### src/include/nomc_pkg.sv
// package: register map, field positions, resets and decoded types for mode control
package nomc_pkg;
  // register index; the bus address is four times the index
  localparam int          IDX_OP_CTRL    = 2;
  localparam int          IDX_MODE_DEF   = 3;
  localparam logic [31:0] ADDR_OP_CTRL   = 32'(IDX_OP_CTRL * 4);
  localparam logic [31:0] ADDR_MODE_DEF  = 32'(IDX_MODE_DEF * 4);
  localparam logic [31:0] ADDR_EVENT     = 32'h0000_0010;
  localparam logic [31:0] ADDR_STATUS    = 32'h0000_0014;
  localparam logic [31:0] ADDR_RX_CFG    = 32'h0000_0018;
  localparam int OP_READY_POS    = 7;
  localparam int OP_RX_EN_POS    = 6;
  localparam int OP_SINGLE_POS   = 5;
  localparam int OP_MANUAL_POS   = 4;
  localparam int OP_TX_POS       = 3;
  localparam int OP_WAKEUP_POS   = 2;
  localparam int MD_TARGET_POS   = 7;
  localparam int MD_OM_HI        = 6;
  localparam int MD_OM_LO        = 3;
  localparam int MD_AM_POS       = 2;
  localparam int EV_FIELD_ON_POS = 0;
  localparam int EV_TX_DONE_POS  = 1;
  localparam int EV_ACTIVE_POS   = 2;
  localparam logic [7:0] OP_CTRL_RESET  = 8'h00;
  localparam logic [7:0] MODE_DEF_RESET = 8'h08;
  localparam logic [0:0] RX_CFG_RESET   = 1'h0;
  localparam logic [1:0] FD_OFF         = 2'h0;
  localparam logic [1:0] FD_COLL_AVOID  = 2'h1;
  localparam logic [1:0] FD_PEER        = 2'h2;
  localparam logic [1:0] FD_AUTO        = 2'h3;
  localparam logic [1:0] AR_OFF         = 2'h0;
  localparam logic [1:0] AR_ANY_RX      = 2'h1;
  localparam logic [1:0] AR_PEER_OFF    = 2'h2;
  localparam logic [3:0] OM_I_ACTIVE    = 4'h0;
  localparam logic [3:0] OM_I_ISO_A     = 4'h1;
  localparam logic [3:0] OM_I_ISO_B     = 4'h2;
  localparam logic [3:0] OM_I_NFC_F     = 4'h3;
  localparam logic [3:0] OM_I_TYPE1     = 4'h4;
  localparam logic [3:0] OM_I_SUBC      = 4'hE;
  localparam logic [3:0] OM_I_BPSK      = 4'hF;
  localparam logic [3:0] OM_T_ISO_A     = 4'h1;
  localparam logic [3:0] OM_T_NFC_F     = 4'h4;
  localparam logic [3:0] OM_T_ACTIVE    = 4'h7;

  typedef enum logic [3:0] {
    NOMC_PROTO_NONE,
    NOMC_PROTO_ACTIVE_P2P,
    NOMC_PROTO_ISO_A,
    NOMC_PROTO_ISO_B,
    NOMC_PROTO_NFC_F,
    NOMC_PROTO_TYPE1,
    NOMC_PROTO_SUBC_STREAM,
    NOMC_PROTO_BPSK_STREAM,
    NOMC_PROTO_RATE_DETECT
  } nomc_proto_t;

  typedef struct packed {
    logic        ready_mode_switch;
    logic        receive_enable;
    logic        single_receive_channel;
    logic        manual_channel_choice;
    logic        transmit_switch;
    logic        wakeup_mode_switch;
    logic [1:0]  field_detector_ctrl;
  } nomc_op_ctrl_t;

  typedef struct packed {
    logic        listener_role_select;
    logic [3:0]  operating_mode;
    logic        modulation_kind_select;
    logic [1:0]  auto_response_field;
  } nomc_mode_def_t;

  typedef struct packed {
    nomc_proto_t proto;
    logic        mode_valid;
    logic        target_role;
    logic        passive_target;
    logic        rate_detect_f;
    logic        rate_detect_a;
  } nomc_decode_t;

  typedef struct packed {
    logic        osc_reg_enable;
    logic        rx_active;
    logic        rx_am_channel;
    logic        rx_pm_channel;
    logic        rx_auto_select;
    logic        tx_active;
    logic        wakeup_active;
    logic [1:0]  field_detector_mode;
    logic        low_power_initial;
    logic        modulation_am;
    logic [1:0]  auto_response_mode;
    logic        use_passive_resistance;
  } nomc_ctrl_out_t;
endpackage

### src/hw/nomc_mode_ctrl.sv
// operation control and mode definition registers with APB access
`timescale 1ns/1ps
module nomc_mode_ctrl
(
  input  wire logic                    CLK,
  input  wire logic                    RST,
  input  wire logic                    POR,
  input  wire logic                    PSEL,
  input  wire logic                    PENABLE,
  input  wire logic                    PWRITE,
  input  wire logic [31:0]             PADDR,
  input  wire logic [31:0]             PWDATA,
  input  wire logic [3:0]              PSTRB,
  output logic      [31:0]             PRDATA,
  output logic                         PREADY,
  output logic                         PSLVERR,
  input  wire logic                    CRYSTAL_STABLE_FLAG,
  input  wire logic                    FIELD_ON_CMD,
  input  wire logic                    TX_FINISHED,
  input  wire logic                    TRANSPORT_FRAME_INSERT,
  output nomc_pkg::nomc_ctrl_out_t     CTRL,
  output nomc_pkg::nomc_proto_t        PROTOCOL,
  output logic                         RATE_DETECT_F,
  output logic                         RATE_DETECT_A,
  output logic                         RECEIVE_CHANNEL_CHOICE
);
  typedef struct packed {
    nomc_pkg::nomc_op_ctrl_t   op;
    nomc_pkg::nomc_mode_def_t  md;
    logic                      rx_choice;
    logic                      ev_field_on;
    logic                      ev_tx_done;
    logic                      frame_conflict;
    logic [31:0]               prdata;
    logic                      pready;
    logic                      pslverr;
    nomc_pkg::nomc_ctrl_out_t  ctrl;
    nomc_pkg::nomc_proto_t     proto;
    logic                      rd_f;
    logic                      rd_a;
  } nomc_state_t;

  typedef enum logic [2:0] {
    SEL_NONE,
    SEL_OP,
    SEL_MODE,
    SEL_EVENT,
    SEL_STATUS,
    SEL_RX_CFG
  } nomc_sel_t;

  nomc_state_t           st_ff;
  nomc_state_t           nxt_st;
  nomc_pkg::nomc_decode_t dec;
  logic                  osc_ok;
  logic                  frame_insert;
  logic                  access;
  nomc_sel_t             sel;
  // hardware events seen this cycle
  logic                  tx_done_evt;
  logic                  frame_evt;

  // crystal flag and frame option come from other domains
  nomc_sync u_sync_osc
  (
    .CLK (CLK),
    .RST (RST),
    .d   (CRYSTAL_STABLE_FLAG),
    .q   (osc_ok)
  );

  nomc_sync u_sync_frame
  (
    .CLK (CLK),
    .RST (RST),
    .d   (TRANSPORT_FRAME_INSERT),
    .q   (frame_insert)
  );

  nomc_mode_decode u_dec
  (
    .mode_def (st_ff.md),
    .dec      (dec)
  );

  function automatic logic [7:0] merge_byte(input logic [7:0] old_v,
                                            input logic [31:0] wd,
                                            input logic [3:0] strb);
    merge_byte = strb[0] ? wd[7:0] : old_v;
  endfunction

  // one address decode shared by the read and write paths
  function automatic nomc_sel_t sel_of(input logic [31:0] a);
    if (a == nomc_pkg::ADDR_OP_CTRL)
    begin
      sel_of = SEL_OP;
    end
    else if (a == nomc_pkg::ADDR_MODE_DEF)
    begin
      sel_of = SEL_MODE;
    end
    else if (a == nomc_pkg::ADDR_EVENT)
    begin
      sel_of = SEL_EVENT;
    end
    else if (a == nomc_pkg::ADDR_STATUS)
    begin
      sel_of = SEL_STATUS;
    end
    else if (a == nomc_pkg::ADDR_RX_CFG)
    begin
      sel_of = SEL_RX_CFG;
    end
    else
    begin
      // anything else is refused with an error
      sel_of = SEL_NONE;
    end
  endfunction

  // write one to clear; an event in the same cycle keeps the flag set
  function automatic logic w1c(input logic flag,
                               input logic clr,
                               input logic set);
    w1c = (flag & ~clr) | set;
  endfunction

  // a channel runs with reception on when both run or it is the chosen one
  function automatic logic chan_on(input logic rx_en,
                                   input logic single,
                                   input logic pick);
    chan_on = rx_en & (~single | pick);
  endfunction

  // status word: crystal, mode validity, low power and protocol
  function automatic logic [31:0] status_word(input logic                  xtal,
                                              input logic                  valid,
                                              input logic                  low_pow,
                                              input nomc_pkg::nomc_proto_t pr);
    status_word      = 32'h0000_0000;
    status_word[0]   = xtal;
    status_word[1]   = valid;
    status_word[2]   = low_pow;
    status_word[7:4] = pr;
  endfunction

  // the pready guard keeps one access from being taken twice
  assign access = PSEL & PENABLE & ~st_ff.pready;
  assign sel    = sel_of(PADDR);
  assign tx_done_evt = TX_FINISHED & ~FIELD_ON_CMD
                       & (dec.proto == nomc_pkg::NOMC_PROTO_ACTIVE_P2P);
  assign frame_evt   = frame_insert & (dec.proto == nomc_pkg::NOMC_PROTO_RATE_DETECT);

  always_comb
  begin
    nxt_st         = st_ff;
    nxt_st.pready  = 1'b0;
    nxt_st.pslverr = 1'b0;
    // hardware transmit updates; a field-on still wins over a host write below
    if (FIELD_ON_CMD)
    begin
      nxt_st.op.transmit_switch = 1'b1;
      nxt_st.ev_field_on        = 1'b1;
    end
    else if (tx_done_evt)
    begin
      nxt_st.op.transmit_switch = 1'b0;
      nxt_st.ev_tx_done         = 1'b1;
    end
    if (frame_evt)
    begin
      nxt_st.frame_conflict = 1'b1;
    end

    if (access)
    begin
      nxt_st.pready = 1'b1;
      nxt_st.prdata = 32'h0000_0000;
      if (sel == SEL_OP)
      begin
        if (PWRITE)
        begin
          nxt_st.op = merge_byte(st_ff.op, PWDATA, PSTRB);
          if (FIELD_ON_CMD)
          begin
            nxt_st.op.transmit_switch = 1'b1;
          end
        end
        else
        begin
          nxt_st.prdata[7:0] = st_ff.op;
        end
      end
      else if (sel == SEL_MODE)
      begin
        if (PWRITE)
        begin
          if (osc_ok)
          begin
            nxt_st.md = merge_byte(st_ff.md, PWDATA, PSTRB);
          end
          else
          begin
            nxt_st.pslverr = 1'b1;
          end
        end
        else
        begin
          nxt_st.prdata[7:0] = st_ff.md;
        end
      end
      else if (sel == SEL_EVENT)
      begin
        if (PWRITE)
        begin
          // a same-cycle event keeps the flag set
          nxt_st.ev_field_on    = w1c(st_ff.ev_field_on,
                                      PWDATA[nomc_pkg::EV_FIELD_ON_POS], FIELD_ON_CMD);
          nxt_st.ev_tx_done     = w1c(st_ff.ev_tx_done,
                                      PWDATA[nomc_pkg::EV_TX_DONE_POS], tx_done_evt);
          nxt_st.frame_conflict = w1c(st_ff.frame_conflict,
                                      PWDATA[nomc_pkg::EV_ACTIVE_POS], frame_evt);
        end
        else
        begin
          nxt_st.prdata[nomc_pkg::EV_FIELD_ON_POS] = st_ff.ev_field_on;
          nxt_st.prdata[nomc_pkg::EV_TX_DONE_POS]  = st_ff.ev_tx_done;
          nxt_st.prdata[nomc_pkg::EV_ACTIVE_POS]   = st_ff.frame_conflict;
        end
      end
      else if (sel == SEL_STATUS)
      begin
        if (PWRITE)
        begin
          nxt_st.pslverr = 1'b1;
        end
        else
        begin
          nxt_st.prdata = status_word(osc_ok, dec.mode_valid,
                                      st_ff.ctrl.low_power_initial, st_ff.proto);
        end
      end
      else if (sel == SEL_RX_CFG)
      begin
        if (PWRITE)
        begin
          nxt_st.rx_choice = PSTRB[0] ? PWDATA[0] : st_ff.rx_choice;
        end
        else
        begin
          nxt_st.prdata[0] = st_ff.rx_choice;
        end
      end
      else
      begin
        nxt_st.pslverr = 1'b1;
      end
    end

    // outputs registered from the current register contents
    nxt_st.ctrl.osc_reg_enable = st_ff.op.ready_mode_switch;
    nxt_st.ctrl.rx_active      = st_ff.op.receive_enable & dec.mode_valid;
    nxt_st.ctrl.rx_am_channel  = chan_on(st_ff.op.receive_enable,
                                         st_ff.op.single_receive_channel, ~st_ff.rx_choice);
    nxt_st.ctrl.rx_pm_channel  = chan_on(st_ff.op.receive_enable,
                                         st_ff.op.single_receive_channel, st_ff.rx_choice);
    nxt_st.ctrl.rx_auto_select = ~st_ff.op.single_receive_channel
                                 & ~st_ff.op.manual_channel_choice;
    nxt_st.ctrl.tx_active      = st_ff.op.transmit_switch & dec.mode_valid;
    nxt_st.ctrl.wakeup_active  = st_ff.op.wakeup_mode_switch;
    nxt_st.ctrl.field_detector_mode = st_ff.op.field_detector_ctrl;
    nxt_st.ctrl.low_power_initial   = (st_ff.op.field_detector_ctrl != nomc_pkg::FD_OFF)
                                      & (st_ff.op[7:2] == 6'h00);
    nxt_st.ctrl.modulation_am       = st_ff.md.modulation_kind_select;
    // reserved setting behaves as off
    nxt_st.ctrl.auto_response_mode  = (st_ff.md.auto_response_field == 2'h3)
                                      ? nomc_pkg::AR_OFF : st_ff.md.auto_response_field;
    nxt_st.ctrl.use_passive_resistance = dec.target_role & dec.passive_target;
    nxt_st.proto = dec.proto;
    nxt_st.rd_f  = dec.rate_detect_f;
    nxt_st.rd_a  = dec.rate_detect_a;
  end

  always_ff @(posedge CLK)
  begin
    if (POR)
    begin
      st_ff       <= '0;
      st_ff.op    <= nomc_pkg::OP_CTRL_RESET;
      st_ff.md    <= nomc_pkg::MODE_DEF_RESET;
      st_ff.proto <= nomc_pkg::NOMC_PROTO_NONE;
    end
    else if (RST)
    begin
      // ordinary reset keeps operation control; mode, receive choice, bus, events and outputs restart
      st_ff.md             <= nomc_pkg::MODE_DEF_RESET;
      st_ff.rx_choice      <= nomc_pkg::RX_CFG_RESET;
      st_ff.ev_field_on    <= 1'b0;
      st_ff.ev_tx_done     <= 1'b0;
      st_ff.frame_conflict <= 1'b0;
      st_ff.prdata         <= 32'h0000_0000;
      st_ff.pready         <= 1'b0;
      st_ff.pslverr        <= 1'b0;
      st_ff.ctrl           <= '0;
      st_ff.proto          <= nomc_pkg::NOMC_PROTO_NONE;
      st_ff.rd_f           <= 1'b0;
      st_ff.rd_a           <= 1'b0;
    end
    else
    begin
      st_ff <= nxt_st;
    end
  end

  assign PRDATA                 = st_ff.prdata;
  assign PREADY                 = st_ff.pready;
  assign PSLVERR                = st_ff.pslverr;
  assign CTRL                   = st_ff.ctrl;
  assign PROTOCOL               = st_ff.proto;
  assign RATE_DETECT_F          = st_ff.rd_f;
  assign RATE_DETECT_A          = st_ff.rd_a;
  assign RECEIVE_CHANNEL_CHOICE = st_ff.rx_choice;
endmodule // nomc_mode_ctrl

### src/hw/nomc_sync.sv
// two-stage synchroniser for pin-level inputs
`timescale 1ns/1ps
module nomc_sync
(
  input  wire logic CLK,
  input  wire logic RST,
  input  wire logic d,
  output logic      q
);
  typedef struct packed {
    logic s1;
    logic s2;
  } nomc_sync_st_t;

  nomc_sync_st_t st_ff;
  nomc_sync_st_t nxt_st;

  always_comb
  begin
    nxt_st.s1 = d;
    nxt_st.s2 = st_ff.s1;
  end

  always_ff @(posedge CLK)
  begin
    if (RST)
    begin
      st_ff <= '0;
    end
    else
    begin
      st_ff <= nxt_st;
    end
  end

  assign q = st_ff.s2;
endmodule // nomc_sync

### src/hw/nomc_mode_decode.sv
// decodes the mode definition register into protocol and validity
`timescale 1ns/1ps
module nomc_mode_decode
(
  input  nomc_pkg::nomc_mode_def_t mode_def,
  output nomc_pkg::nomc_decode_t   dec
);
  logic [3:0] om;

  always_comb
  begin
    om                 = mode_def.operating_mode;
    dec                = '0;
    dec.proto          = nomc_pkg::NOMC_PROTO_NONE;
    dec.target_role    = mode_def.listener_role_select;
    if (!mode_def.listener_role_select)
    begin
      dec.mode_valid = 1'b1;
      case (om)
        nomc_pkg::OM_I_ACTIVE: dec.proto = nomc_pkg::NOMC_PROTO_ACTIVE_P2P;
        nomc_pkg::OM_I_ISO_A:  dec.proto = nomc_pkg::NOMC_PROTO_ISO_A;
        nomc_pkg::OM_I_ISO_B:  dec.proto = nomc_pkg::NOMC_PROTO_ISO_B;
        nomc_pkg::OM_I_NFC_F:  dec.proto = nomc_pkg::NOMC_PROTO_NFC_F;
        nomc_pkg::OM_I_TYPE1:  dec.proto = nomc_pkg::NOMC_PROTO_TYPE1;
        nomc_pkg::OM_I_SUBC:   dec.proto = nomc_pkg::NOMC_PROTO_SUBC_STREAM;
        nomc_pkg::OM_I_BPSK:   dec.proto = nomc_pkg::NOMC_PROTO_BPSK_STREAM;
        default:               dec.mode_valid = 1'b0;
      endcase
    end
    else if (om[3])
    begin
      // rate detection needs at least one detector enabled; bit 1 ignored
      dec.proto          = nomc_pkg::NOMC_PROTO_RATE_DETECT;
      dec.rate_detect_f  = om[2];
      dec.rate_detect_a  = om[0];
      dec.mode_valid     = om[2] | om[0];
      dec.passive_target = 1'b1;
    end
    else
    begin
      dec.mode_valid = 1'b1;
      case (om)
        nomc_pkg::OM_T_ISO_A:
        begin
          dec.proto          = nomc_pkg::NOMC_PROTO_ISO_A;
          dec.passive_target = 1'b1;
        end
        nomc_pkg::OM_T_NFC_F:
        begin
          dec.proto          = nomc_pkg::NOMC_PROTO_NFC_F;
          dec.passive_target = 1'b1;
        end
        nomc_pkg::OM_T_ACTIVE: dec.proto = nomc_pkg::NOMC_PROTO_ACTIVE_P2P;
        default:               dec.mode_valid = 1'b0;
      endcase
    end
  end
endmodule // nomc_mode_decode

### config.mk
export PLATFORM = sky130hd
export DESIGN_NAME = nomc_mode_ctrl
export DESIGN_NICKNAME = d
export VERILOG_FILES = /design/src/include/nomc_pkg.sv /design/src/hw/nomc_mode_ctrl.sv /design/src/hw/nomc_sync.sv /design/src/hw/nomc_mode_decode.sv
export SDC_FILE = /design/constraint.sdc
export NUM_CORES = 1
export LEC_CHECK = 0
export ABC_AREA = 1
export CAP_MARGIN = 20
export CORE_MARGIN = 2
export CORE_UTILIZATION = 24
export DETAILED_ROUTE_END_ITERATION = 10
export DONT_BUFFER_PORTS = 1
export PLACE_DENSITY = 0.33
export SETUP_SLACK_MARGIN = 0.05
export SLEW_MARGIN = 40
export SYNTH_ARGS = -nofsm -noshare
export SYNTH_HDL_FRONTEND = slang
export SYNTH_HIERARCHICAL = 1
export SYNTH_SLANG_ARGS = --single-unit
### constraint.sdc
create_clock -name CLK -period 4.53 [get_ports CLK]
set_input_delay 0.2265 -clock CLK [delete_from_list [all_inputs] [get_ports CLK]]
set_output_delay 0.2265 -clock CLK [all_outputs]
set_load 0.05 [all_outputs]
Word level (Yosys, flattened, before mapping)
Index checks and enable logic that the tools add are counted.
W data, S select, Z words.
{"block": "word_totals", "ff_bits": 78, "latch_bits": 0, "ram_bits": 0, "rom_bits": 0, "in_bits": 78, "output_inout_bits": 55, "elab_cells": 169, "memories": 0}
{"block": "classes", "addsub": 0, "multipliers": 0, "div": 0, "order_cmp": 0, "eq_ne": 21, "shift": 0, "n_mux": 60, "n_bitwise": 37, "reduce_logical": 14}
{"operator": "$eq A32 B5 Y1 const B", "count": 3}
{"operator": "$mux W8", "count": 9}
{"operator": "$eq A32 B4 Y1 const B", "count": 2}
{"operator": "$mux W50", "count": 1}
{"operator": "$mux W36", "count": 1}
{"operator": "$mux W32", "count": 1}
{"operator": "$mux W31", "count": 1}
{"operator": "$mux W3", "count": 10}
{"operator": "$mux W29", "count": 1}
{"operator": "$mux W28", "count": 1}
{"operator": "$mux W1", "count": 27}
{"operator": "$pmux W3 S7", "count": 1}
{"operator": "$not A1 Y1", "count": 16}
{"operator": "$and A1 B1 Y1", "count": 15}
{"operator": "$eq A4 B4 Y1 const B", "count": 3}
{"operator": "$mux W4", "count": 3}
{"operator": "$mux W5", "count": 2}
{"operator": "$pmux W3 S3", "count": 1}
{"operator": "$eq A4 B1 Y1 const B", "count": 2}
{"operator": "$eq A4 B2 Y1 const B", "count": 2}
{"operator": "$eq A4 B3 Y1 const B", "count": 2}
{"operator": "$reduce_and A8 Y1", "count": 1}
{"operator": "$reduce_or A4 Y1", "count": 2}
{"operator": "$reduce_or A7 Y1", "count": 1}
{"operator": "other kinds (15)", "count": 24}

Depth between registers and ports, before layout
{"block": "logic_depth", "ltp_word": 14, "depth_mapped": 13, "depth_no_buf": 13}

Modules after synthesis
The synthesis kept the hierarchy.
{"module": "nomc_mode_ctrl", "instances": 1, "cells_per_inst": 390, "area_each_um2": 2722.6, "seq_area_each_um2": 1001.0}
{"module": "nomc_mode_decode", "instances": 1, "cells_per_inst": 49, "area_each_um2": 220.2, "seq_area_each_um2": 0.0}
{"module": "nomc_sync", "instances": 2, "cells_per_inst": 6, "area_each_um2": 55.1, "seq_area_each_um2": 40.0}

Worst setup path before layout
OpenSTA, ideal clock, no wires.
{"block": "synth_timing", "path_kind": "flip-flop to flip-flop", "start": "register st_ff[64] in the netlist's numbering", "end": "register st_ff[69] in the netlist's numbering", "setup_time_ns": 0.111, "t_arrival_ns": 1.436, "required_time_ns": 4.419, "path_slack_ns": 2.982, "path_stages_with_launch": 13, "path_buffers": 0, "synth_period_minus_slack_ns": 1.548, "path_cell_list": "dfxtp_1 inv_2 nand2_2 nor2_4 o21ai_0 nand2_1 inv_1 nor4_1 nand3_1 nand3_1 nand2_1 nor2_1 nor2_1"}
{"element": "start: declaration", "line_no": "nomc_mode_ctrl.sv:52", "text": "nomc_state_t st_ff;"}
{"element": "start signal: assignment", "line_no": "nomc_mode_ctrl.sv:311", "text": "st_ff <= nxt_st;"}

Final worst setup path
{"block": "layout_timing", "start": "register st_ff, in the netlist PREADY", "end": "register st_ff, in the netlist PRDATA[3]"}
{"block": "layout_via", "elab_chain_cells": 2}
{"element": "$not A1 Y1", "line_no": "nomc_mode_ctrl.sv:148", "text": "assign access = PSEL & PENABLE & ~st_ff.pready;"}
{"element": "$and A1 B1 Y1", "line_no": "nomc_mode_ctrl.sv:148"}
No other way between the ends.
A chain may end at the register's enable or synchronous reset.

==> results_dict.tcl <==
set metrics [dict create \
    place_inst 589 \
    p_per_area_nw_per_um2 326 \
    gp_congestion 0.810 \
    fmax_ghz 0.491 \
    initial_core_util 0.244 \
    area_growth_pct 2.71 \
    dr_total_vias 2501 \
    p_leak_nw 1.33 \
    setup_viol 0 \
    max_stage_delay_ns 0.51 \
    synthArstFlopShare 0 \
    die_h_microns 117 \
    fin_nets 504 \
    critPathRequiredTime_ns 4.75 \
    crit_path_top_delay_cell "nor2_2" \
    synth_area_sq_um 3050 \
    grt_pass1_wl_microns 12600 \
    ys_types 28 \
    crit_path_cell_trace "nor2_1 > buf_4 > clkinv_1 > nor2_2 > nand3_1 > a31oi_1" \
    antennaDiodeCount 0 \
    antenna_left 0 \
    core-area_sq_um 12500 \
    fin_cells 598 \
    totalWireLength_microns 8420 \
    synth_edf_count 0 \
    tightest_slew_ns 0.731 \
    antenna_found_initial 0 \
    cts_root_buffer "clkbuf_16" \
    endpoint_kind "flop" \
    num_rows 41 \
    cts_sinks 54 \
    fin_crit_sh 0.449 \
    cts.clk_slew.worst_paths_ns 0.07 \
    cp_max_fo 12 \
    h-tree-depth 2 \
    tns_ns 0 \
    synth_seq_cells 54 \
    clockBufferDepth 2 \
    status "complete, no violations" \
    cap_violations 0 \
    rsz0062_at_grt "no" \
    grt_max_degree 25 \
    detail_route.iter0.violations 101 \
    relSlewSlack 0.512 \
    timing.hold.ws_ns 0.0108 \
    crit_type "reg -> reg" \
    finalHoldViolations 0 \
    yosys_warnings 6 \
    dieArea_sq_um 13600 \
    ir_drop_mv 0.149 \
    synth_ff_type "dfxtp_1" \
    ios 133 \
    grt_pass1_vias 2255 \
    cts_tree "built" \
    wl_per_cell_microns 14.1 \
    cp-start-kind "flop" \
    drt_pass1_iterations 4 \
    utilization 0.251 \
    remaining_drc_errors 0 \
    syn_inst 451 \
    dp_hpwl_microns 6640 \
    fin_skew_ns 0.00681 \
    placed_cell_area_sq_um 2950 \
    cts_setup_buffers 0 \
    hp-class "in -> reg" \
    track_usage 0.123 \
    postCtsResizedCells 0 \
    yosysSeqAreaShare 0.354 \
    cts_inserted_buffers 5 \
    avgSynthCellArea_sq_um 6.77 \
    fin_area_sq_um 3140 \
    critPathArrivalTime_ns 2.25 \
    grt.overflow.total 0 \
    clkLatencyLatePin_ns 0.29 \
    vias_per_cell 4.18 \
    maxSlewViolCount 0 \
    drive_above_1_share 0.0822 \
    portBuffers 0 \
    die_x_microns 117 \
    period_minus_slack_ns 2.03 \
]
-- logic make-up (layout without fill, tap and decap cells) --
family | count (synthesis) | in the layout | share of synthesized area
simple gates | 209 | 209 | 0.315
other cells | 1 | 24 | 0.00123
buf+inv | 131 | 83 | 0.227
compound gates | 56 | 56 | 0.102
flops | 54 | 54 | 0.354
-- final timing paths --
| kind | start | to | slack, ns | cells past startpoint |
|---|---|---|---|---|
| worst max-delay path | PREADY | PRDATA[3] | 2.50 | 6 |
| worst min-delay path | RST | u_sync_osc/nxt_st[0] | 0.01 | 1 |
| worst max register to register | PREADY | PRDATA[3] | 2.50 | 6 |
| worst min register to register | u_sync_frame/nxt_st[0] | u_sync_frame/q | 0.40 | 2 |
-- timing repair --
action,4_1_cts,5_1_grt
hold buffers,1,1
endpoints found under the setup margin,0,0
endpoints found under the hold margin,2,1
-- state kept, by name, indices dropped and copies added, names as in the netlist --
signal and flops:
PREADY 1, RATE_DETECT_F 1, PSLVERR 1, PROTOCOL 4, CTRL 14, st_ff 14
nxt_st 5, u_sync_osc/q 1, u_sync_osc/nxt_st 1, RECEIVE_CHANNEL_CHOICE 1, RATE_DETECT_A 1, u_sync_frame/q 1
u_sync_frame/nxt_st 1, PRDATA 8
-- metal layers --
metal,up-vias,track usage,wire length (microns)
li1,1290,-,-
met1,1110,0.164,3840
met2,86,0.191,3750
met3,15,0.0345,597
met4,0,0.0463,229
met5,-,0,0
-- where the power goes --
part	total (mW)	leakage (nW)	switching, mW	internal (mW)
Sequential	0.489	0.437	0.00994	0.479
Combinational	0.0864	0.810	0.0730	0.0134
Clock	0.446	0.0829	0.173	0.273
Total	1.02	1.33	0.256	0.766
-- critical path: cells and delay by family (launching register included) --
| kind | cells | cell delay [ns] |
|---|---|---|
| AO/OA/AOI/OAI | 1 | 0.15 |
| buffers and inverters | 2 | 0.51 |
| AND/OR/NAND/NOR | 3 | 0.82 |
| flip-flops | 1 | 0.48 |
-- cell usage after synthesis, types with 3 or more instances --
master	number	area (sq um)
nand3_1	29	145
inv_1	68	255
dfxtp_1	54	1080
o21ai_0	16	80.1
buf_4	51	383
o21ai_1	7	35.0
a41oi_1	4	35.0
nor2_2	6	37.5
nor2_1	64	240
clkbuf_1	5	18.8
nand4_1	12	75.1
nand2_1	76	285
a21oi_1	22	110
a21oi_2	3	26.3
a31oi_1	3	18.8
nor3_1	6	30.0
nand2_2	5	31.3
nor2_4	6	67.6
-- per-stage QoR --
step                power (mW)  worst slack, ns
detailed placement       0.585             2.50
global route              1.06             2.25
finish                    1.02             2.50
global placement         0.585             2.50
floorplan                0.593             2.98
CTS                       1.03             2.49
-- final cells by class --
cell class              count  area [sq um]
well taps                 172           215
clock inverters             1          30.0
fillers                  1437          9380
clock buffers               6           139
multi-input cells         289          1370
inverters                  72           270
repair buffers              4          35.0
flip-flops and latches     54          1080
-- layout by cell type (no fill, tap or decap) --
master / count
nand3_2: 1
clkbuf_8: 1
nand2_4: 1
inv_1: 67
nand2_1: 76
buf_4: 2
a21o_1: 1
clkbuf_16: 5
a21oi_1: 22
nand4_1: 12
nor3_4: 1
clkinv_1: 2
nor2_1: 64
a31oi_1: 3
dfxtp_1: 54
o21ai_0: 16
nand2_2: 5
o21ai_1: 7
bufinv_16: 1
nor4_1: 2
nor2_2: 6
dlygate4sd3_1: 2
inv_2: 3
nor2_4: 6
a41oi_1: 4
nor3_1: 6
conb_1: 24
nand3_1: 29
a21oi_2: 3
(Power assumes the default switching activity.)
